===== config.mk =====
export PLATFORM = sky130hd
export DESIGN_NAME = bmc_top
export DESIGN_NICKNAME = d
export VERILOG_FILES = /design/src/bmc_pkg.sv /design/src/bmc_top.sv
export SDC_FILE = /design/constraint.sdc
export NUM_CORES = 1
export LEC_CHECK = 0
export ABC_AREA = 1
export BUFFER_PORTS_ARGS = -buffer_cell sky130_fd_sc_hd__buf_2
export CORE_UTILIZATION = 35
export DETAILED_ROUTE_END_ITERATION = 7
export HOLD_SLACK_MARGIN = 0.05
export MAX_ROUTING_LAYER = met4
export PLACE_DENSITY = 0.57
export SLEW_MARGIN = 10
export SYNTH_ARGS = -nofsm -noshare
export SYNTH_HDL_FRONTEND = slang
export SYNTH_SLANG_ARGS = --single-unit
export TNS_END_PERCENT = 10

===== constraint.sdc =====
create_clock -name clk_sys_i -period 5.5 [get_ports clk_sys_i]
set_input_delay 1.1 -clock clk_sys_i [delete_from_list [all_inputs] [get_ports clk_sys_i]]
set_output_delay 1.1 -clock clk_sys_i [all_outputs]
set_load 0.01 [all_outputs]

===== src/bmc_pkg.sv =====
// Shared constants, encodings and carriers of the barometer control block
`default_nettype none
package bmc_pkg;
  localparam logic [6:0]  I2C_ADDR       = 7'h77;
  localparam logic [7:0]  REG_PRS_B2     = 8'h00;
  localparam logic [7:0]  REG_PRS_B1     = 8'h01;
  localparam logic [7:0]  REG_PRS_B0     = 8'h02;
  localparam logic [7:0]  REG_TMP_B2     = 8'h03;
  localparam logic [7:0]  REG_TMP_B1     = 8'h04;
  localparam logic [7:0]  REG_TMP_B0     = 8'h05;
  localparam logic [7:0]  REG_PRESS_CFG  = 8'h06;
  localparam logic [7:0]  REG_TEMP_CFG   = 8'h07;
  localparam logic [7:0]  REG_MEAS_CFG   = 8'h08;
  localparam logic [7:0]  REG_CFG        = 8'h09;
  localparam logic [7:0]  REG_FIFO_STS   = 8'h0B;
  localparam logic [7:0]  REG_RESET      = 8'h0C;
  localparam logic [7:0]  REG_PROD_ID    = 8'h0D;
  localparam logic [7:0]  REG_COEF_LO    = 8'h10;
  localparam logic [7:0]  REG_COEF_HI    = 8'h21;
  localparam int          COEF_BYTES     = 18;
  localparam logic [7:0]  PRESS_CFG_MASK = 8'h7F;
  localparam logic [7:0]  CFG_MASK       = 8'h0E;
  localparam logic [7:0]  CFG_RESET_VAL  = 8'h00;
  localparam int          RATE_LSB       = 4;
  localparam int          PRC_LSB        = 0;
  localparam int          COEF_RDY_BIT   = 7;
  localparam int          SENSOR_RDY_BIT = 6;
  localparam int          TMP_RDY_BIT    = 5;
  localparam int          PRS_RDY_BIT    = 4;
  localparam int          FIFO_EN_BIT    = 1;
  localparam int          FLUSH_BIT      = 7;
  localparam logic [3:0]  SOFT_RST_CODE  = 4'h9;
  localparam logic [2:0]  PRC_MAX        = 3'h7;
  // Measurement control encodings
  localparam logic [2:0]  MODE_IDLE      = 3'h0;
  localparam logic [2:0]  MODE_CMD_PRS   = 3'h1;
  localparam logic [2:0]  MODE_CMD_TMP   = 3'h2;
  localparam logic [2:0]  MODE_BG_PRS    = 3'h5;
  localparam logic [2:0]  MODE_BG_TMP    = 3'h6;
  localparam logic [2:0]  MODE_BG_ALL    = 3'h7;
  // Timing
  localparam int          CLK_HZ         = 50_000_000;
  localparam int          MS_PER_S       = 1000;
  localparam int          MS_CYCLES      = CLK_HZ / MS_PER_S;
  localparam int          SENSOR_RDY_MS  = 12;
  localparam int          COEF_RDY_MS    = 40;
  localparam int          RESULT_DEPTH   = 32;

  typedef struct packed {
    logic        is_temp;
    logic [2:0]  prc;
  } bmc_req_t;

  typedef struct packed {
    logic        is_temp;
    logic [23:0] value;
  } bmc_result_t;

  typedef enum logic [8:0] {
    I_IDLE = 9'h001,
    I_ADDR = 9'h002,
    I_AACK = 9'h004,
    I_REG  = 9'h008,
    I_RACK = 9'h010,
    I_WR   = 9'h020,
    I_WACK = 9'h040,
    I_RD   = 9'h080,
    I_MACK = 9'h100
  } bmc_i2c_t;

  typedef enum logic [2:0] {
    SQ_IDLE  = 3'h1,
    SQ_CONV  = 3'h2,
    SQ_STORE = 3'h4
  } bmc_seq_t;
endpackage
`default_nettype wire


===== src/bmc_top.sv =====
// Barometer measurement control with I2C target and result buffer
//
// How it works
// - Three modes: standby, one-shot command, continuous background.
// - Reset enters standby; nothing is measured until a mode is chosen.
// - Standby leaves every register and coefficient reachable.
// - Command mode runs one conversion of either kind at set precision.
// - Finished command conversion stores result and drops back to standby.
// - Background mode repeats enabled conversions at set precision, rate.
// - With both enabled, a due temperature follows straight after pressure.
// - Background results can queue in a 32-entry buffer.
// - Higher precision averages several sensor samples, taking longer.
// - Pressure and temperature rates are set independently.
// - Target answers at 7-bit address 0x77.
// - Target port serves standard, fast and high-speed bus modes.
// - Register pointer advances after each byte within one transfer.
// - Every result is delivered as 24 bit two's complement.
// - Sensor ready within 12 ms, coefficients ready within 40 ms.
`default_nettype none

////////////////////////////////////////////////////////////////////////////
module bmc_fifo #(
  parameter int WIDTH = 8,
  parameter int DEPTH = 4
) (
  input  wire logic             clk_sys_i,   // System clock
  input  wire logic             srst_i,      // Sync reset
  input  wire logic             flush_i,     // Drop all entries
  input  wire logic             in_valid_i,  // Write request
  output logic                  in_ready_o,  // Room available
  input  wire logic [WIDTH-1:0] in_data_i,   // Write data
  output logic                  out_valid_o, // Entry available
  input  wire logic             out_ready_i, // Read accept
  output logic      [WIDTH-1:0] out_data_o,  // Head entry
  output logic                  full_o,      // Buffer full
  output logic                  empty_o      // Buffer empty
);
  localparam int AW = $clog2(DEPTH);
  logic [WIDTH-1:0] mem [DEPTH];
  logic [AW-1:0]    wr_ptr;
  logic [AW-1:0]    rd_ptr;
  logic [AW:0]      count;
  logic             push;
  logic             pop;

  assign full_o      = (count == (AW+1)'(DEPTH));
  assign empty_o     = (count == '0);
  assign in_ready_o  = !full_o;
  assign out_valid_o = !empty_o;
  assign out_data_o  = mem[rd_ptr];
  assign push        = in_valid_i && in_ready_o;
  assign pop         = out_valid_o && out_ready_i;

  always_ff @(posedge clk_sys_i) begin
    if (push) begin
      mem[wr_ptr] <= in_data_i;
    end
  end

  always_ff @(posedge clk_sys_i) begin
    if (srst_i || flush_i) begin
      wr_ptr <= '0;
      rd_ptr <= '0;
      count  <= '0;
    end else begin
      if (push) begin
        wr_ptr <= (wr_ptr == AW'(DEPTH-1)) ? '0 : wr_ptr + 1'b1;
      end
      if (pop) begin
        rd_ptr <= (rd_ptr == AW'(DEPTH-1)) ? '0 : rd_ptr + 1'b1;
      end
      if (push && !pop) begin
        count <= count + 1'b1;
      end else if (pop && !push) begin
        count <= count - 1'b1;
      end
    end
  end
endmodule

////////////////////////////////////////////////////////////////////////////
module bmc_top
  import bmc_pkg::*;
#(
  parameter int         MS_CYC  = MS_CYCLES, // Cycles per millisecond
  parameter logic [7:0] PROD_ID = 8'h5A      // Arbitrary identity value
) (
  input  wire logic                  clk_sys_i,      // 50 MHz clock
  input  wire logic                  srst_i,         // Sync reset, high
  input  wire logic                  scl_i,          // Bus clock pin
  input  wire logic                  sda_i,          // Bus data pin in
  output logic                       sda_o,          // Bus data out
  output logic                       sda_oe_o,       // Pull data low
  output logic                       conv_start_o,   // Take one sample
  output bmc_req_t                   conv_req_o,     // Sample kind
  input  wire logic                  sample_valid_i, // Sample done
  input  wire logic [23:0]           sample_i,       // Raw sample
  input  wire logic [8*COEF_BYTES-1:0] coef_i        // Stored coefficients
);
  // Reset and timers
  logic        soft_rst;
  logic        rst;
  logic [15:0] div_cnt;
  logic        ms_tick;
  logic [5:0]  up_ms;
  logic        sensor_rdy;
  logic        coef_rdy;
  // Pins
  logic [2:0]  scl_s;
  logic [2:0]  sda_s;
  logic        scl_rise;
  logic        scl_fall;
  logic        bus_start;
  logic        bus_stop;
  // Target port
  bmc_i2c_t    i2c_st;
  logic [7:0]  shreg;
  logic [7:0]  tx;
  logic [3:0]  bitcnt;
  logic        rw;
  logic        nack;
  logic [7:0]  ptr;
  logic        wr_fire;
  logic        rd_load;
  logic [7:0]  rd_data;
  // Registers
  logic [7:0]  press_cfg;
  logic [7:0]  temp_cfg;
  logic [7:0]  cfg_reg;
  logic [2:0]  meas_mode;
  logic        mode_wr_pend;
  logic        prs_rdy;
  logic        tmp_rdy;
  logic [23:0] prs_res;
  logic [23:0] tmp_res;
  logic        fifo_en;
  // Sequencer
  bmc_seq_t    seq_st;
  bmc_req_t    next_req;
  logic [31:0] acc;
  logic [7:0]  nsamp;
  logic        last_samp;
  logic        run_cmd;
  logic        cmd_mode;
  logic [1:0]  bg_en;
  logic [1:0]  due;
  logic [9:0]  per_cnt [2];
  logic        start_go;
  bmc_result_t result;
  logic        store_fire;
  // Buffer
  logic        fifo_push;
  logic        fifo_rdy;
  logic        fifo_pop;
  logic        fifo_full;
  logic        fifo_empty;
  logic        fifo_flush;
  bmc_result_t fifo_head;

  function automatic logic [2:0] prc_of(input logic [7:0] cfg);
    prc_of = (cfg[PRC_LSB+3]) ? PRC_MAX : cfg[PRC_LSB +: 3];
  endfunction

  function automatic logic [9:0] period_ms(input logic [7:0] cfg);
    period_ms = 10'(MS_PER_S >> cfg[RATE_LSB +: 3]);
  endfunction

  ////////////////////////////////////////////////////////////////////////
  // Reset, millisecond divider, start-up readiness
  assign rst        = srst_i || soft_rst;
  assign ms_tick    = (div_cnt == 16'(MS_CYC - 1));
  assign sensor_rdy = (up_ms >= 6'(SENSOR_RDY_MS));
  assign coef_rdy   = (up_ms >= 6'(COEF_RDY_MS));

  always_ff @(posedge clk_sys_i) begin
    soft_rst <= !srst_i && wr_fire && ptr == REG_RESET
                && shreg[3:0] == SOFT_RST_CODE;
  end

  always_ff @(posedge clk_sys_i) begin
    if (rst) begin
      div_cnt <= '0;
      up_ms   <= '0;
    end else begin
      div_cnt <= ms_tick ? '0 : div_cnt + 1'b1;
      if (ms_tick && !coef_rdy) begin
        up_ms <= up_ms + 1'b1;
      end
    end
  end

  ////////////////////////////////////////////////////////////////////////
  // Pin synchronisers and bus conditions
  assign scl_rise  = scl_s[1] && !scl_s[2];
  assign scl_fall  = !scl_s[1] && scl_s[2];
  assign bus_start = scl_s[1] && scl_s[2] && sda_s[2] && !sda_s[1];
  assign bus_stop  = scl_s[1] && scl_s[2] && !sda_s[2] && sda_s[1];

  always_ff @(posedge clk_sys_i) begin
    if (srst_i) begin
      scl_s <= 3'h7;
      sda_s <= 3'h7;
    end else begin
      scl_s <= {scl_s[1:0], scl_i};
      sda_s <= {sda_s[1:0], sda_i};
    end
  end

  ////////////////////////////////////////////////////////////////////////
  // I2C target: address match, pointer, auto-increment
  assign wr_fire  = scl_fall && i2c_st == I_WR && bitcnt == 4'h8;
  assign rd_load  = scl_fall && ((i2c_st == I_AACK && rw)
                    || (i2c_st == I_MACK && !nack));
  assign sda_o    = 1'b0;
  assign sda_oe_o = (i2c_st == I_AACK) || (i2c_st == I_RACK)
                    || (i2c_st == I_WACK) || (i2c_st == I_RD && !tx[7]);

  always_ff @(posedge clk_sys_i) begin
    if (rst) begin
      i2c_st <= I_IDLE;
      shreg  <= '0;
      tx     <= 8'hFF;
      bitcnt <= '0;
      rw     <= 1'b0;
      nack   <= 1'b0;
      ptr    <= '0;
    end else if (bus_start) begin
      i2c_st <= I_ADDR;
      bitcnt <= '0;
      tx     <= 8'hFF;
    end else if (bus_stop) begin
      i2c_st <= I_IDLE;
      tx     <= 8'hFF;
    end else if (scl_rise) begin
      if (i2c_st == I_MACK) begin
        nack <= sda_s[1];
      end else if (i2c_st inside {I_ADDR, I_REG, I_WR, I_RD}) begin
        shreg  <= {shreg[6:0], sda_s[1]};
        bitcnt <= bitcnt + 1'b1;
      end
    end else if (scl_fall) begin
      unique case (i2c_st)
        I_IDLE: i2c_st <= I_IDLE;
        I_ADDR: begin
          if (bitcnt == 4'h8) begin
            i2c_st <= (shreg[7:1] == I2C_ADDR) ? I_AACK : I_IDLE;
            rw     <= shreg[0];
          end
        end
        I_AACK, I_MACK: begin
          bitcnt <= '0;
          if (rw && !(i2c_st == I_MACK && nack)) begin
            i2c_st <= I_RD;
            tx     <= rd_data;
            ptr    <= ptr + 1'b1;
          end else begin
            i2c_st <= rw ? I_IDLE : I_REG;
          end
        end
        I_REG: begin
          if (bitcnt == 4'h8) begin
            i2c_st <= I_RACK;
            ptr    <= shreg;
          end
        end
        I_RACK, I_WACK: begin
          i2c_st <= I_WR;
          bitcnt <= '0;
        end
        I_WR: begin
          if (bitcnt == 4'h8) begin
            i2c_st <= I_WACK;
            ptr    <= ptr + 1'b1;
          end
        end
        I_RD: begin
          if (bitcnt == 4'h8) begin
            i2c_st <= I_MACK;
            tx     <= 8'hFF;
          end else begin
            tx <= {tx[6:0], 1'b1};
          end
        end
      endcase
    end
  end

  ////////////////////////////////////////////////////////////////////////
  // Register read selection; reachable in every mode
  assign fifo_en  = cfg_reg[FIFO_EN_BIT];
  assign fifo_pop = rd_load && fifo_en && ptr == REG_PRS_B0;

  always_comb begin
    rd_data = 8'h00;
    if (ptr >= REG_COEF_LO && ptr <= REG_COEF_HI) begin
      rd_data = coef_i[8*(COEF_BYTES-1-int'(ptr-REG_COEF_LO)) +: 8];
    end else begin
      unique case (ptr)
        REG_PRS_B2:    rd_data = fifo_en ? fifo_head.value[23:16]
                                         : prs_res[23:16];
        REG_PRS_B1:    rd_data = fifo_en ? fifo_head.value[15:8]
                                         : prs_res[15:8];
        REG_PRS_B0:    rd_data = fifo_en ? fifo_head.value[7:0]
                                         : prs_res[7:0];
        REG_TMP_B2:    rd_data = tmp_res[23:16];
        REG_TMP_B1:    rd_data = tmp_res[15:8];
        REG_TMP_B0:    rd_data = tmp_res[7:0];
        REG_PRESS_CFG: rd_data = press_cfg;
        REG_TEMP_CFG:  rd_data = temp_cfg;
        REG_MEAS_CFG:  rd_data = {coef_rdy, sensor_rdy, tmp_rdy, prs_rdy,
                                  1'b0, meas_mode};
        REG_CFG:       rd_data = cfg_reg;
        REG_FIFO_STS:  rd_data = {6'h00, fifo_full, fifo_empty};
        REG_PROD_ID:   rd_data = PROD_ID;
        default:       rd_data = 8'h00;
      endcase
    end
  end

  ////////////////////////////////////////////////////////////////////////
  // Writable registers and status flags
  assign fifo_flush = wr_fire && ptr == REG_RESET && shreg[FLUSH_BIT];

  always_ff @(posedge clk_sys_i) begin
    if (rst) begin
      press_cfg    <= CFG_RESET_VAL;
      temp_cfg     <= CFG_RESET_VAL;
      cfg_reg      <= CFG_RESET_VAL;
      meas_mode    <= MODE_IDLE;
      mode_wr_pend <= 1'b0;
      prs_rdy      <= 1'b0;
      tmp_rdy      <= 1'b0;
    end else begin
      if (wr_fire && ptr == REG_PRESS_CFG) begin
        press_cfg <= shreg & PRESS_CFG_MASK;
      end
      if (wr_fire && ptr == REG_TEMP_CFG) begin
        temp_cfg <= shreg;
      end
      if (wr_fire && ptr == REG_CFG) begin
        cfg_reg <= shreg & CFG_MASK;
      end
      if (wr_fire && ptr == REG_MEAS_CFG) begin
        meas_mode    <= shreg[2:0];
        mode_wr_pend <= (seq_st != SQ_IDLE);
      end else if (store_fire && run_cmd) begin
        if (!mode_wr_pend) begin
          meas_mode <= MODE_IDLE;
        end
        mode_wr_pend <= 1'b0;
      end
      // Set wins over the clear-on-read
      if (store_fire && !result.is_temp) begin
        prs_rdy <= 1'b1;
      end else if (rd_load && ptr == REG_MEAS_CFG) begin
        prs_rdy <= 1'b0;
      end
      if (store_fire && result.is_temp) begin
        tmp_rdy <= 1'b1;
      end else if (rd_load && ptr == REG_MEAS_CFG) begin
        tmp_rdy <= 1'b0;
      end
    end
  end

  ////////////////////////////////////////////////////////////////////////
  // Rate timers, one per quantity
  assign cmd_mode = (meas_mode == MODE_CMD_PRS)
                    || (meas_mode == MODE_CMD_TMP);
  assign bg_en[0] = (meas_mode == MODE_BG_PRS) || (meas_mode == MODE_BG_ALL);
  assign bg_en[1] = (meas_mode == MODE_BG_TMP) || (meas_mode == MODE_BG_ALL);

  for (genvar c = 0; c < 2; c++) begin : g_rate
    logic [9:0] per;
    logic       took;
    assign per  = period_ms(c == 0 ? press_cfg : temp_cfg);
    assign took = start_go && seq_st == SQ_IDLE
                  && !cmd_mode && next_req.is_temp == 1'(c);
    always_ff @(posedge clk_sys_i) begin
      if (rst || !bg_en[c]) begin
        per_cnt[c] <= '0;
        due[c]     <= 1'b1;
      end else if (ms_tick && per_cnt[c] >= per - 1'b1) begin
        per_cnt[c] <= '0;
        due[c]     <= 1'b1;
      end else begin
        if (ms_tick) begin
          per_cnt[c] <= per_cnt[c] + 1'b1;
        end
        if (took) begin
          due[c] <= 1'b0;
        end
      end
    end
  end

  ////////////////////////////////////////////////////////////////////////
  // Conversion sequencer with oversampling
  // Pressure wins a tie so a due temperature runs right behind it
  assign next_req.is_temp = cmd_mode ? (meas_mode == MODE_CMD_TMP)
                            : !(bg_en[0] && due[0]);
  assign next_req.prc     = prc_of(next_req.is_temp ? temp_cfg
                                                    : press_cfg);
  assign start_go   = sensor_rdy && (cmd_mode
                      || (bg_en[0] && due[0])
                      || (bg_en[1] && due[1]));
  assign last_samp  = (nsamp == 8'((9'h001 << conv_req_o.prc) - 9'h001));
  assign result.is_temp = conv_req_o.is_temp;
  assign result.value   = 24'(acc >>> conv_req_o.prc);
  assign fifo_push  = seq_st == SQ_STORE && fifo_en && !run_cmd;
  assign store_fire = seq_st == SQ_STORE && (!fifo_push || fifo_rdy);

  always_ff @(posedge clk_sys_i) begin
    if (rst) begin
      seq_st       <= SQ_IDLE;
      conv_start_o <= 1'b0;
      conv_req_o   <= '0;
      acc          <= '0;
      nsamp        <= '0;
      run_cmd      <= 1'b0;
      prs_res      <= '0;
      tmp_res      <= '0;
    end else begin
      conv_start_o <= 1'b0;
      unique case (seq_st)
        SQ_IDLE: begin
          if (start_go) begin
            seq_st       <= SQ_CONV;
            conv_req_o   <= next_req;
            run_cmd      <= cmd_mode;
            acc          <= '0;
            nsamp        <= '0;
            conv_start_o <= 1'b1;
          end
        end
        SQ_CONV: begin
          if (sample_valid_i) begin
            acc <= acc + {{8{sample_i[23]}}, sample_i};
            if (last_samp) begin
              seq_st <= SQ_STORE;
            end else begin
              nsamp        <= nsamp + 1'b1;
              conv_start_o <= 1'b1;
            end
          end
        end
        SQ_STORE: begin
          if (store_fire) begin
            seq_st <= SQ_IDLE;
            if (!fifo_push && result.is_temp) begin
              tmp_res <= result.value;
            end else if (!fifo_push) begin
              prs_res <= result.value;
            end
          end
        end
      endcase
    end
  end

  ////////////////////////////////////////////////////////////////////////
  // Result buffer; full stalls the sequencer
  bmc_fifo #(
    .WIDTH ($bits(bmc_result_t)),
    .DEPTH (RESULT_DEPTH)
  ) u_fifo (
    .clk_sys_i   (clk_sys_i),
    .srst_i      (rst),
    .flush_i     (fifo_flush),
    .in_valid_i  (fifo_push),
    .in_ready_o  (fifo_rdy),
    .in_data_i   (result),
    .out_valid_o (),
    .out_ready_i (fifo_pop),
    .out_data_o  (fifo_head),
    .full_o      (fifo_full),
    .empty_o     (fifo_empty)
  );
endmodule
`default_nettype wire


==> Word-level counts from Yosys, hierarchy flattened <==
Memory sizes are Yosys's and may differ from the RTL's. A register that Yosys moved wholly into a read port is not among the register bits.
Cells that the tools add are included.
{ "totals": {"reg_bits": 207, "mem_bits_rw": 820, "inputBits": 173, "out_inout_bits": 7, "wordCells": 335, "mem_count": 2} }
{ "mem_list": {"columns": ["name", "words", "width", "rd", "rd_ports_with_merged_regs", "wr", "line", "text"], "rows": [
  ["u_fifo.mem", 32, 25, 1, 1, 1, "bmc_top.sv:39", "logic [WIDTH-1:0] mem [DEPTH];"],
  ["per_cnt", 2, 10, 2, 0, 2, "bmc_top.sv:147", "logic [9:0] per_cnt [2];"]
]} }
{ "classes": {"add_sub_neg": 17, "order_cmp": 6, "eq_ne": 56, "shifts": 5, "muxes": 85, "n_bitwise": 11, "reduce_logical": 119} }
{ "ops": {"columns": ["cell", "count"], "rows": [
  ["144-bit by 13-bit indexed part select with 8-bit output", 1],
  ["8-bit 2-to-1 mux", 13],
  ["8-bit one-hot mux with 12 select lines", 1],
  ["32-bit 2-to-1 mux", 2],
  ["32-bit one-hot mux with 2 select lines", 1],
  ["9-bit one-hot mux with 7 select lines", 1],
  ["1-bit logical AND", 49],
  ["8-bit by 4-bit equality test with 1-bit output (second input constant)", 5],
  ["10-bit 2-to-1 mux", 4],
  ["9-bit 2-to-1 mux", 4],
  ["32-bit adder", 1],
  ["8-bit by 3-bit equality test with 1-bit output (second input constant)", 4],
  ["8-bit one-hot mux with 2 select lines", 2],
  ["32-bit by 3-bit >>> shifter with 24-bit output", 1],
  ["1-bit 2-to-1 mux", 28],
  ["4-bit 2-to-1 mux", 7],
  ["3-bit 2-to-1 mux", 9],
  ["8-bit one-hot mux with 3 select lines", 1],
  ["10-bit by 1-bit adder with 10-bit output (second input constant)", 2],
  ["10-bit greater-or-equal comparator", 2],
  ["1-bit logical NOT", 20],
  ["5-bit 2-to-1 mux", 4],
  ["2-bit inequality test (second input constant)", 10],
  ["4-bit AND reduction", 5],
  ["other kinds (60)", 122]
]} }

==> Logic depth before layout (Yosys ltp) <==
{ "logic_depth": {"ltp_word": 10, "depth_mapped": 24, "mapped_depth_nobuf": 22} }

==> By module <==
Synthesis repeated with hierarchy kept, for this count alone.
{ "hier_totals": {"cells_unflattened": 5526, "hier_area_um2": 49732.7} }
{ "by_module_without_submodules": {"columns": ["module", "n_inst", "cells_each", "area_per_inst_um2", "seq_area_each_um2"], "rows": [
  ["bmc_fifo", 1, 2895, 33811.2, 24443.4],
  ["bmc_top", 1, 2631, 15921.5, 4404.2]
]} }

==> Least setup slack after synthesis <==
OpenSTA, ideal clock, no wires.
{ "synth_path": {"path_kind": "register to register", "from": "register seq_st[2]", "to": "memory u_fifo.mem[23][0] in the netlist's numbering (enable)", "setup_ns": 0.435, "arrival_time_ns": 3.092, "t_required_ns": 5.065, "setup_slack_ns": 1.973, "path_stages_with_launch": 11, "path_buffers": 0, "period_less_slack_ns": 3.527, "cell_sequence": "dfxtp_1 -> inv_1 -> nor3_2 -> nand2_1 -> nor2_2 -> inv_2 -> nor2_2 -> inv_2 -> nor2_1 -> inv_1 -> nor3_1"} }
{ "synth_via": {"elab_chain_len": 6} }
{ "synth_lines": {"columns": ["element", "line", "text"], "rows": [
  ["start, declared", "bmc_top.sv:138", "bmc_seq_t seq_st;"],
  ["start signal, assigned", "bmc_top.sv:415", "seq_st <= SQ_IDLE;"],
  ["start signal, assigned", "bmc_top.sv:428", "seq_st <= SQ_CONV;"],
  ["start signal, assigned", "bmc_top.sv:440", "seq_st <= SQ_STORE;"],
  ["3-bit equality test", "bmc_top.sv:410", "assign fifo_push = seq_st == SQ_STORE && fifo_en && !run_cmd;"],
  ["1-bit logical AND (2 in a row)", "bmc_top.sv:410", null],
  ["1-bit logical AND", "bmc_top.sv:51", "assign push = in_valid_i && in_ready_o;"],
  ["net u_fifo.push", "bmc_top.sv:43", "logic push;"],
  ["1-bit 2-to-1 mux", "bmc_top.sv:55", "if (push) begin"],
  ["1-bit 2-to-1 mux (not written as such)", "bmc_top.sv:56", "mem[wr_ptr] <= in_data_i;"],
  ["end, declared", "bmc_top.sv:39", null]
]} }
The timed path passes the listed nets, and every way through them passes these cells.

==> Worst setup path in the final report <==
{ "layout_path": {"from": "register ptr[1]", "to": "register u_fifo.count[5]"} }
{ "layout_via": {"elab_chain_len": 6, "elab_cells_between_ends": 12, "cone_classes": "2 x eq/ne; 1 x mux; 9 x reduce/logical"} }
{ "layout_lines": {"columns": ["element", "line", "text"], "rows": [
  ["start, declared", "bmc_top.sv:122", "logic [7:0] ptr;"],
  ["start signal, assigned", "bmc_top.sv:255", "ptr <= ptr + 1'b1;"],
  ["start signal, assigned", "bmc_top.sv:263", "ptr <= shreg;"],
  ["start signal, assigned", "bmc_top.sv:273", "ptr <= ptr + 1'b1;"],
  ["8-bit by 2-bit equality test with 1-bit output", "bmc_top.sv:291", "assign fifo_pop = rd_load && fifo_en && ptr == REG_PRS_B0;"],
  ["1-bit logical AND", "bmc_top.sv:291", null],
  ["1-bit logical AND", "bmc_top.sv:52", "assign pop = out_valid_o && out_ready_i;"],
  ["1-bit logical NOT", "bmc_top.sv:72", "if (push && !pop) begin"],
  ["1-bit logical AND", "bmc_top.sv:72", null],
  ["6-bit 2-to-1 mux or 2-bit nonzero test (tied branches)", null, null],
  ["end signal, assigned", "bmc_top.sv:73", "count <= count + 1'b1;"],
  ["end signal, assigned", "bmc_top.sv:75", "count <= count - 1'b1;"],
  ["end, declared", "bmc_top.sv:42", "logic [AW:0] count;"]
]} }
Several ways; a longest one is shown, not always the timed one.
A chain may end at the register's enable or synchronous reset.

==> flow_metrics.py <==
metrics = {
    "status": {
        "status": "complete, no violations",
    },
    "clock_tree": {
        "clock-root-buffer": "clkbuf_16",
        "clk_pin_slew_ns": 0.06,
        "clk_latency_ns": 0.70,
        "cts_setup_buffers": 0,
        "cts_made_buffers": 106,
        "clock-sinks": 999,
        "cts_hold_buf": 0,
        "cts_tree": "done",
        "cts_max_path_buffers": 3,
        "htree_levels": 3,
        "cts_resized": 0,
    },
    "worst_setup_path": {
        "endpoint_kind": "register",
        "required_ns": 6.14,
        "start_kind": "register",
        "path_max_fanout": 37,
        "crit_arrival_ns": 4.54,
        "path_class": "register to register",
    },
    "die": {
        "rows": 133,
        "ios": 180,
        "die_h_um": 368,
        "die_width_um": 368,
        "start_util_pct": 35.5,
        "dieArea_um2": 135000,
        "coreArea_um2": 132000,
    },
    "pwr": {
        "p_leak_nw": 20.0,
        "peakVddDrop_mv": 0.239,
        "p_seq_share_pct": 52.1,
        "powerDensity_nw_per_um2": 291,
        "power_switching_mw": 3.24,
        "power.internal_mw": 12.2,
        "comb_power_share_pct": 2.0,
        "clkPwrFrac_pct": 45.9,
        "total_power_mw": 15.5,
        "swShare_pct": 20.9,
    },
    "hold_path": {
        "hp-class": "register to register",
    },
    "grt": {
        "grt_pass1_wl_um": 211000,
        "grt_pass1_vias": 33857,
        "track_usage_pct": 20.7,
        "grt_start_max_net_pins": 162,
        "grt_overflow": 0,
        "antenna_found_initial": 4,
    },
    "synthesis": {
        "synth_top_flop_cell": "edfxtp_1",
        "synthArstFlopShare_pct": 0,
        "synthCells": 5025,
        "yosysMostFrequentCell": "nand2_1",
        "yosysSeqAreaShare_pct": 59.5,
        "syn-num-nets": 5288,
        "syn_area_um2": 46900,
        "synth_top_cell_by_area": "edfxtp_1",
        "syn_area_per_cell_um2": 9.33,
        "ys_ff_latch": 999,
        "yosys-top-cells-area": "edfxtp_1, nand2_1, dfxtp_1",
        "ys_types": 61,
        "yosysWarnings": 0,
        "synth_edf_count": 788,
        "yosysTopAreaCellShare_pct": 50.5,
        "ys_top_cells_by_count": "nand2_1, edfxtp_1, nand3_1, a21oi_1, nor2_1",
    },
    "layout": {
        "fillers": 13027,
        "top_register": "u_fifo.mem",
        "largestRegisters": "u_fifo.mem x768, acc x31",
        "largest_reg_flops": 768,
        "nets": 5409,
        "drive_gt1_share_pct": 11.0,
        "area_growth_pct": 13.5,
    },
    "place": {
        "place_hpwl_um": 85000,
        "routabilityCongestion": 0.937,
        "io_buffers": 178,
    },
    "routing": {
        "wirelength_um": 140000,
        "top_layer": "met4",
        "wl_met2_um": 64600,
        "routed-via-count": 36452,
        "first_pass_iters": 6,
        "drt-met1-wl_um": 63300,
        "avgRoutedWirePerCell_um": 20.0,
        "vias_per_cell": 5.21,
        "drtIter0Drc": 3520,
        "met3WireLength_um": 8310,
        "drcViolationCount": 0,
        "antenna_left": 0,
    },
    "sta": {
        "max_freq_ghz": 0.256,
        "max_slew_margin_pct": 12.4,
        "drv_slew": 0,
        "setup_viol": 0,
        "setup-tns-final_ns": 0,
        "grt_setup_unrepaired": "no",
        "fin_crit_ns": 3.90,
        "hold_viol": 0,
        "tightestPinTransition_ns": 1.31,
        "fin_worst_skew_ns": 0.0248,
        "fin_crit_sh_pct": 70.9,
    },
    "run": {
        "maxCapViolations": 0,
    },
}
## through the flow
step / hold slack, ns / std cells / setup WS (ns) / util, % / cell area [um2]
6_report: 0.415 / 6995 / 1.60 / 40.2 / 53200
2_1_floorplan: 0.389 / 5025 / 1.97 / - / 46900
5_1_grt: 0.424 / 6994 / 1.19 / 40.2 / 53200
3_3_place_gp: 0.401 / 6793 / 1.59 / 37.6 / 49700
3_5_place_dp: 0.403 / 6793 / 1.65 / 37.6 / 49700
4_1_cts: 0.418 / 6991 / 1.63 / 40.2 / 53200
## worst paths after layout
kind                       startpoint                      endpoint  slack, ns  depth (start not counted)
hold / removal    scl_s[0]$_SDFF_PP1_           scl_s[1]$_SDFF_PP1_       0.42                          1
setup reg to reg  ptr[1]$_SDFFE_PP0P_  u_fifo.count[5]$_SDFFE_PP0P_       1.60                         21
setup / recovery  ptr[1]$_SDFFE_PP0P_  u_fifo.count[5]$_SDFFE_PP0P_       1.60                         21
hold reg to reg   scl_s[0]$_SDFF_PP1_           scl_s[1]$_SDFF_PP1_       0.42                          1
## critical path, stage by stage, from the launching register on
cell and delay (ns):
dfxtp_1 0.35, buf_4 0.40, ha_1 0.30, nand2_1 0.07, nor2_1 0.12, inv_2 0.10, nor3_1 0.31, inv_1 0.08
nor2_1 0.20, inv_1 0.09, ha_1 0.22, inv_1 0.16, ha_1 0.25, a21oi_1 0.16, nor2_1 0.06, nor2_1 0.12
nor2_1 0.07, o21a_1 0.17, o21ai_0 0.16, nand3_1 0.12, a21oi_1 0.15, o21a_1 0.14
## power groups by stage
stage | clock network, mW | registers, mW | logic, mW
global placement | 0 | 8.23 | 0.311
floorplan | 0 | 8.23 | 0.191
global route | 7.48 | 8.06 | 0.350
finish | 7.10 | 8.07 | 0.314
detailed placement | 0 | 8.23 | 0.313
CTS | 7.22 | 8.06 | 0.315
## routing by layer
layer / GRT usage (%) / vias up
met5: - / -
met4: 6.30 / 0
met3: 2.02 / 205
met2: 32.1 / 1186
met1: 28.5 / 17569
li1: - / 17492
## placed cells by master, fill, tap and decap left out, types with 83 or more instances in the layout
cell and n:
edfxtp_1 788, ha_1 88, buf_4 83, a21oi_1 276, buf_2 178, dfxtp_1 205, nor2_1 241, o21ai_0 199
inv_1 262, clkbuf_16 108, nand3_1 779, nand2_1 1522
## area by class of cell
cell class                      instances  area [um2]  area share [%]
Antenna cell                            4        10.0          0.0188
Clock buffer                          135        2840            5.33
Clock inverter                         63         587            1.10
Inverter                              292        1110            2.10
Multi-Input combinational cell       3481       16900            31.8
Sequential cell                       999       27900            52.5
Tap cell                             1755        2200            4.13
Timing Repair Buffer                  266        1610            3.04
## cells by family after synthesis
kind of cell	after synthesis	synth area share, %
AND/OR/NAND/NOR	2718	24.8
flip-flops	999	59.5
AO/OA/AOI/OAI	618	7.31
buffers and inverters	545	4.91
adder cells (fa/ha/maj)	90	2.43
XOR/XNOR	45	0.857
multiplexers	9	0.192
other	1	0.00800
(Power assumes the default switching activity.)
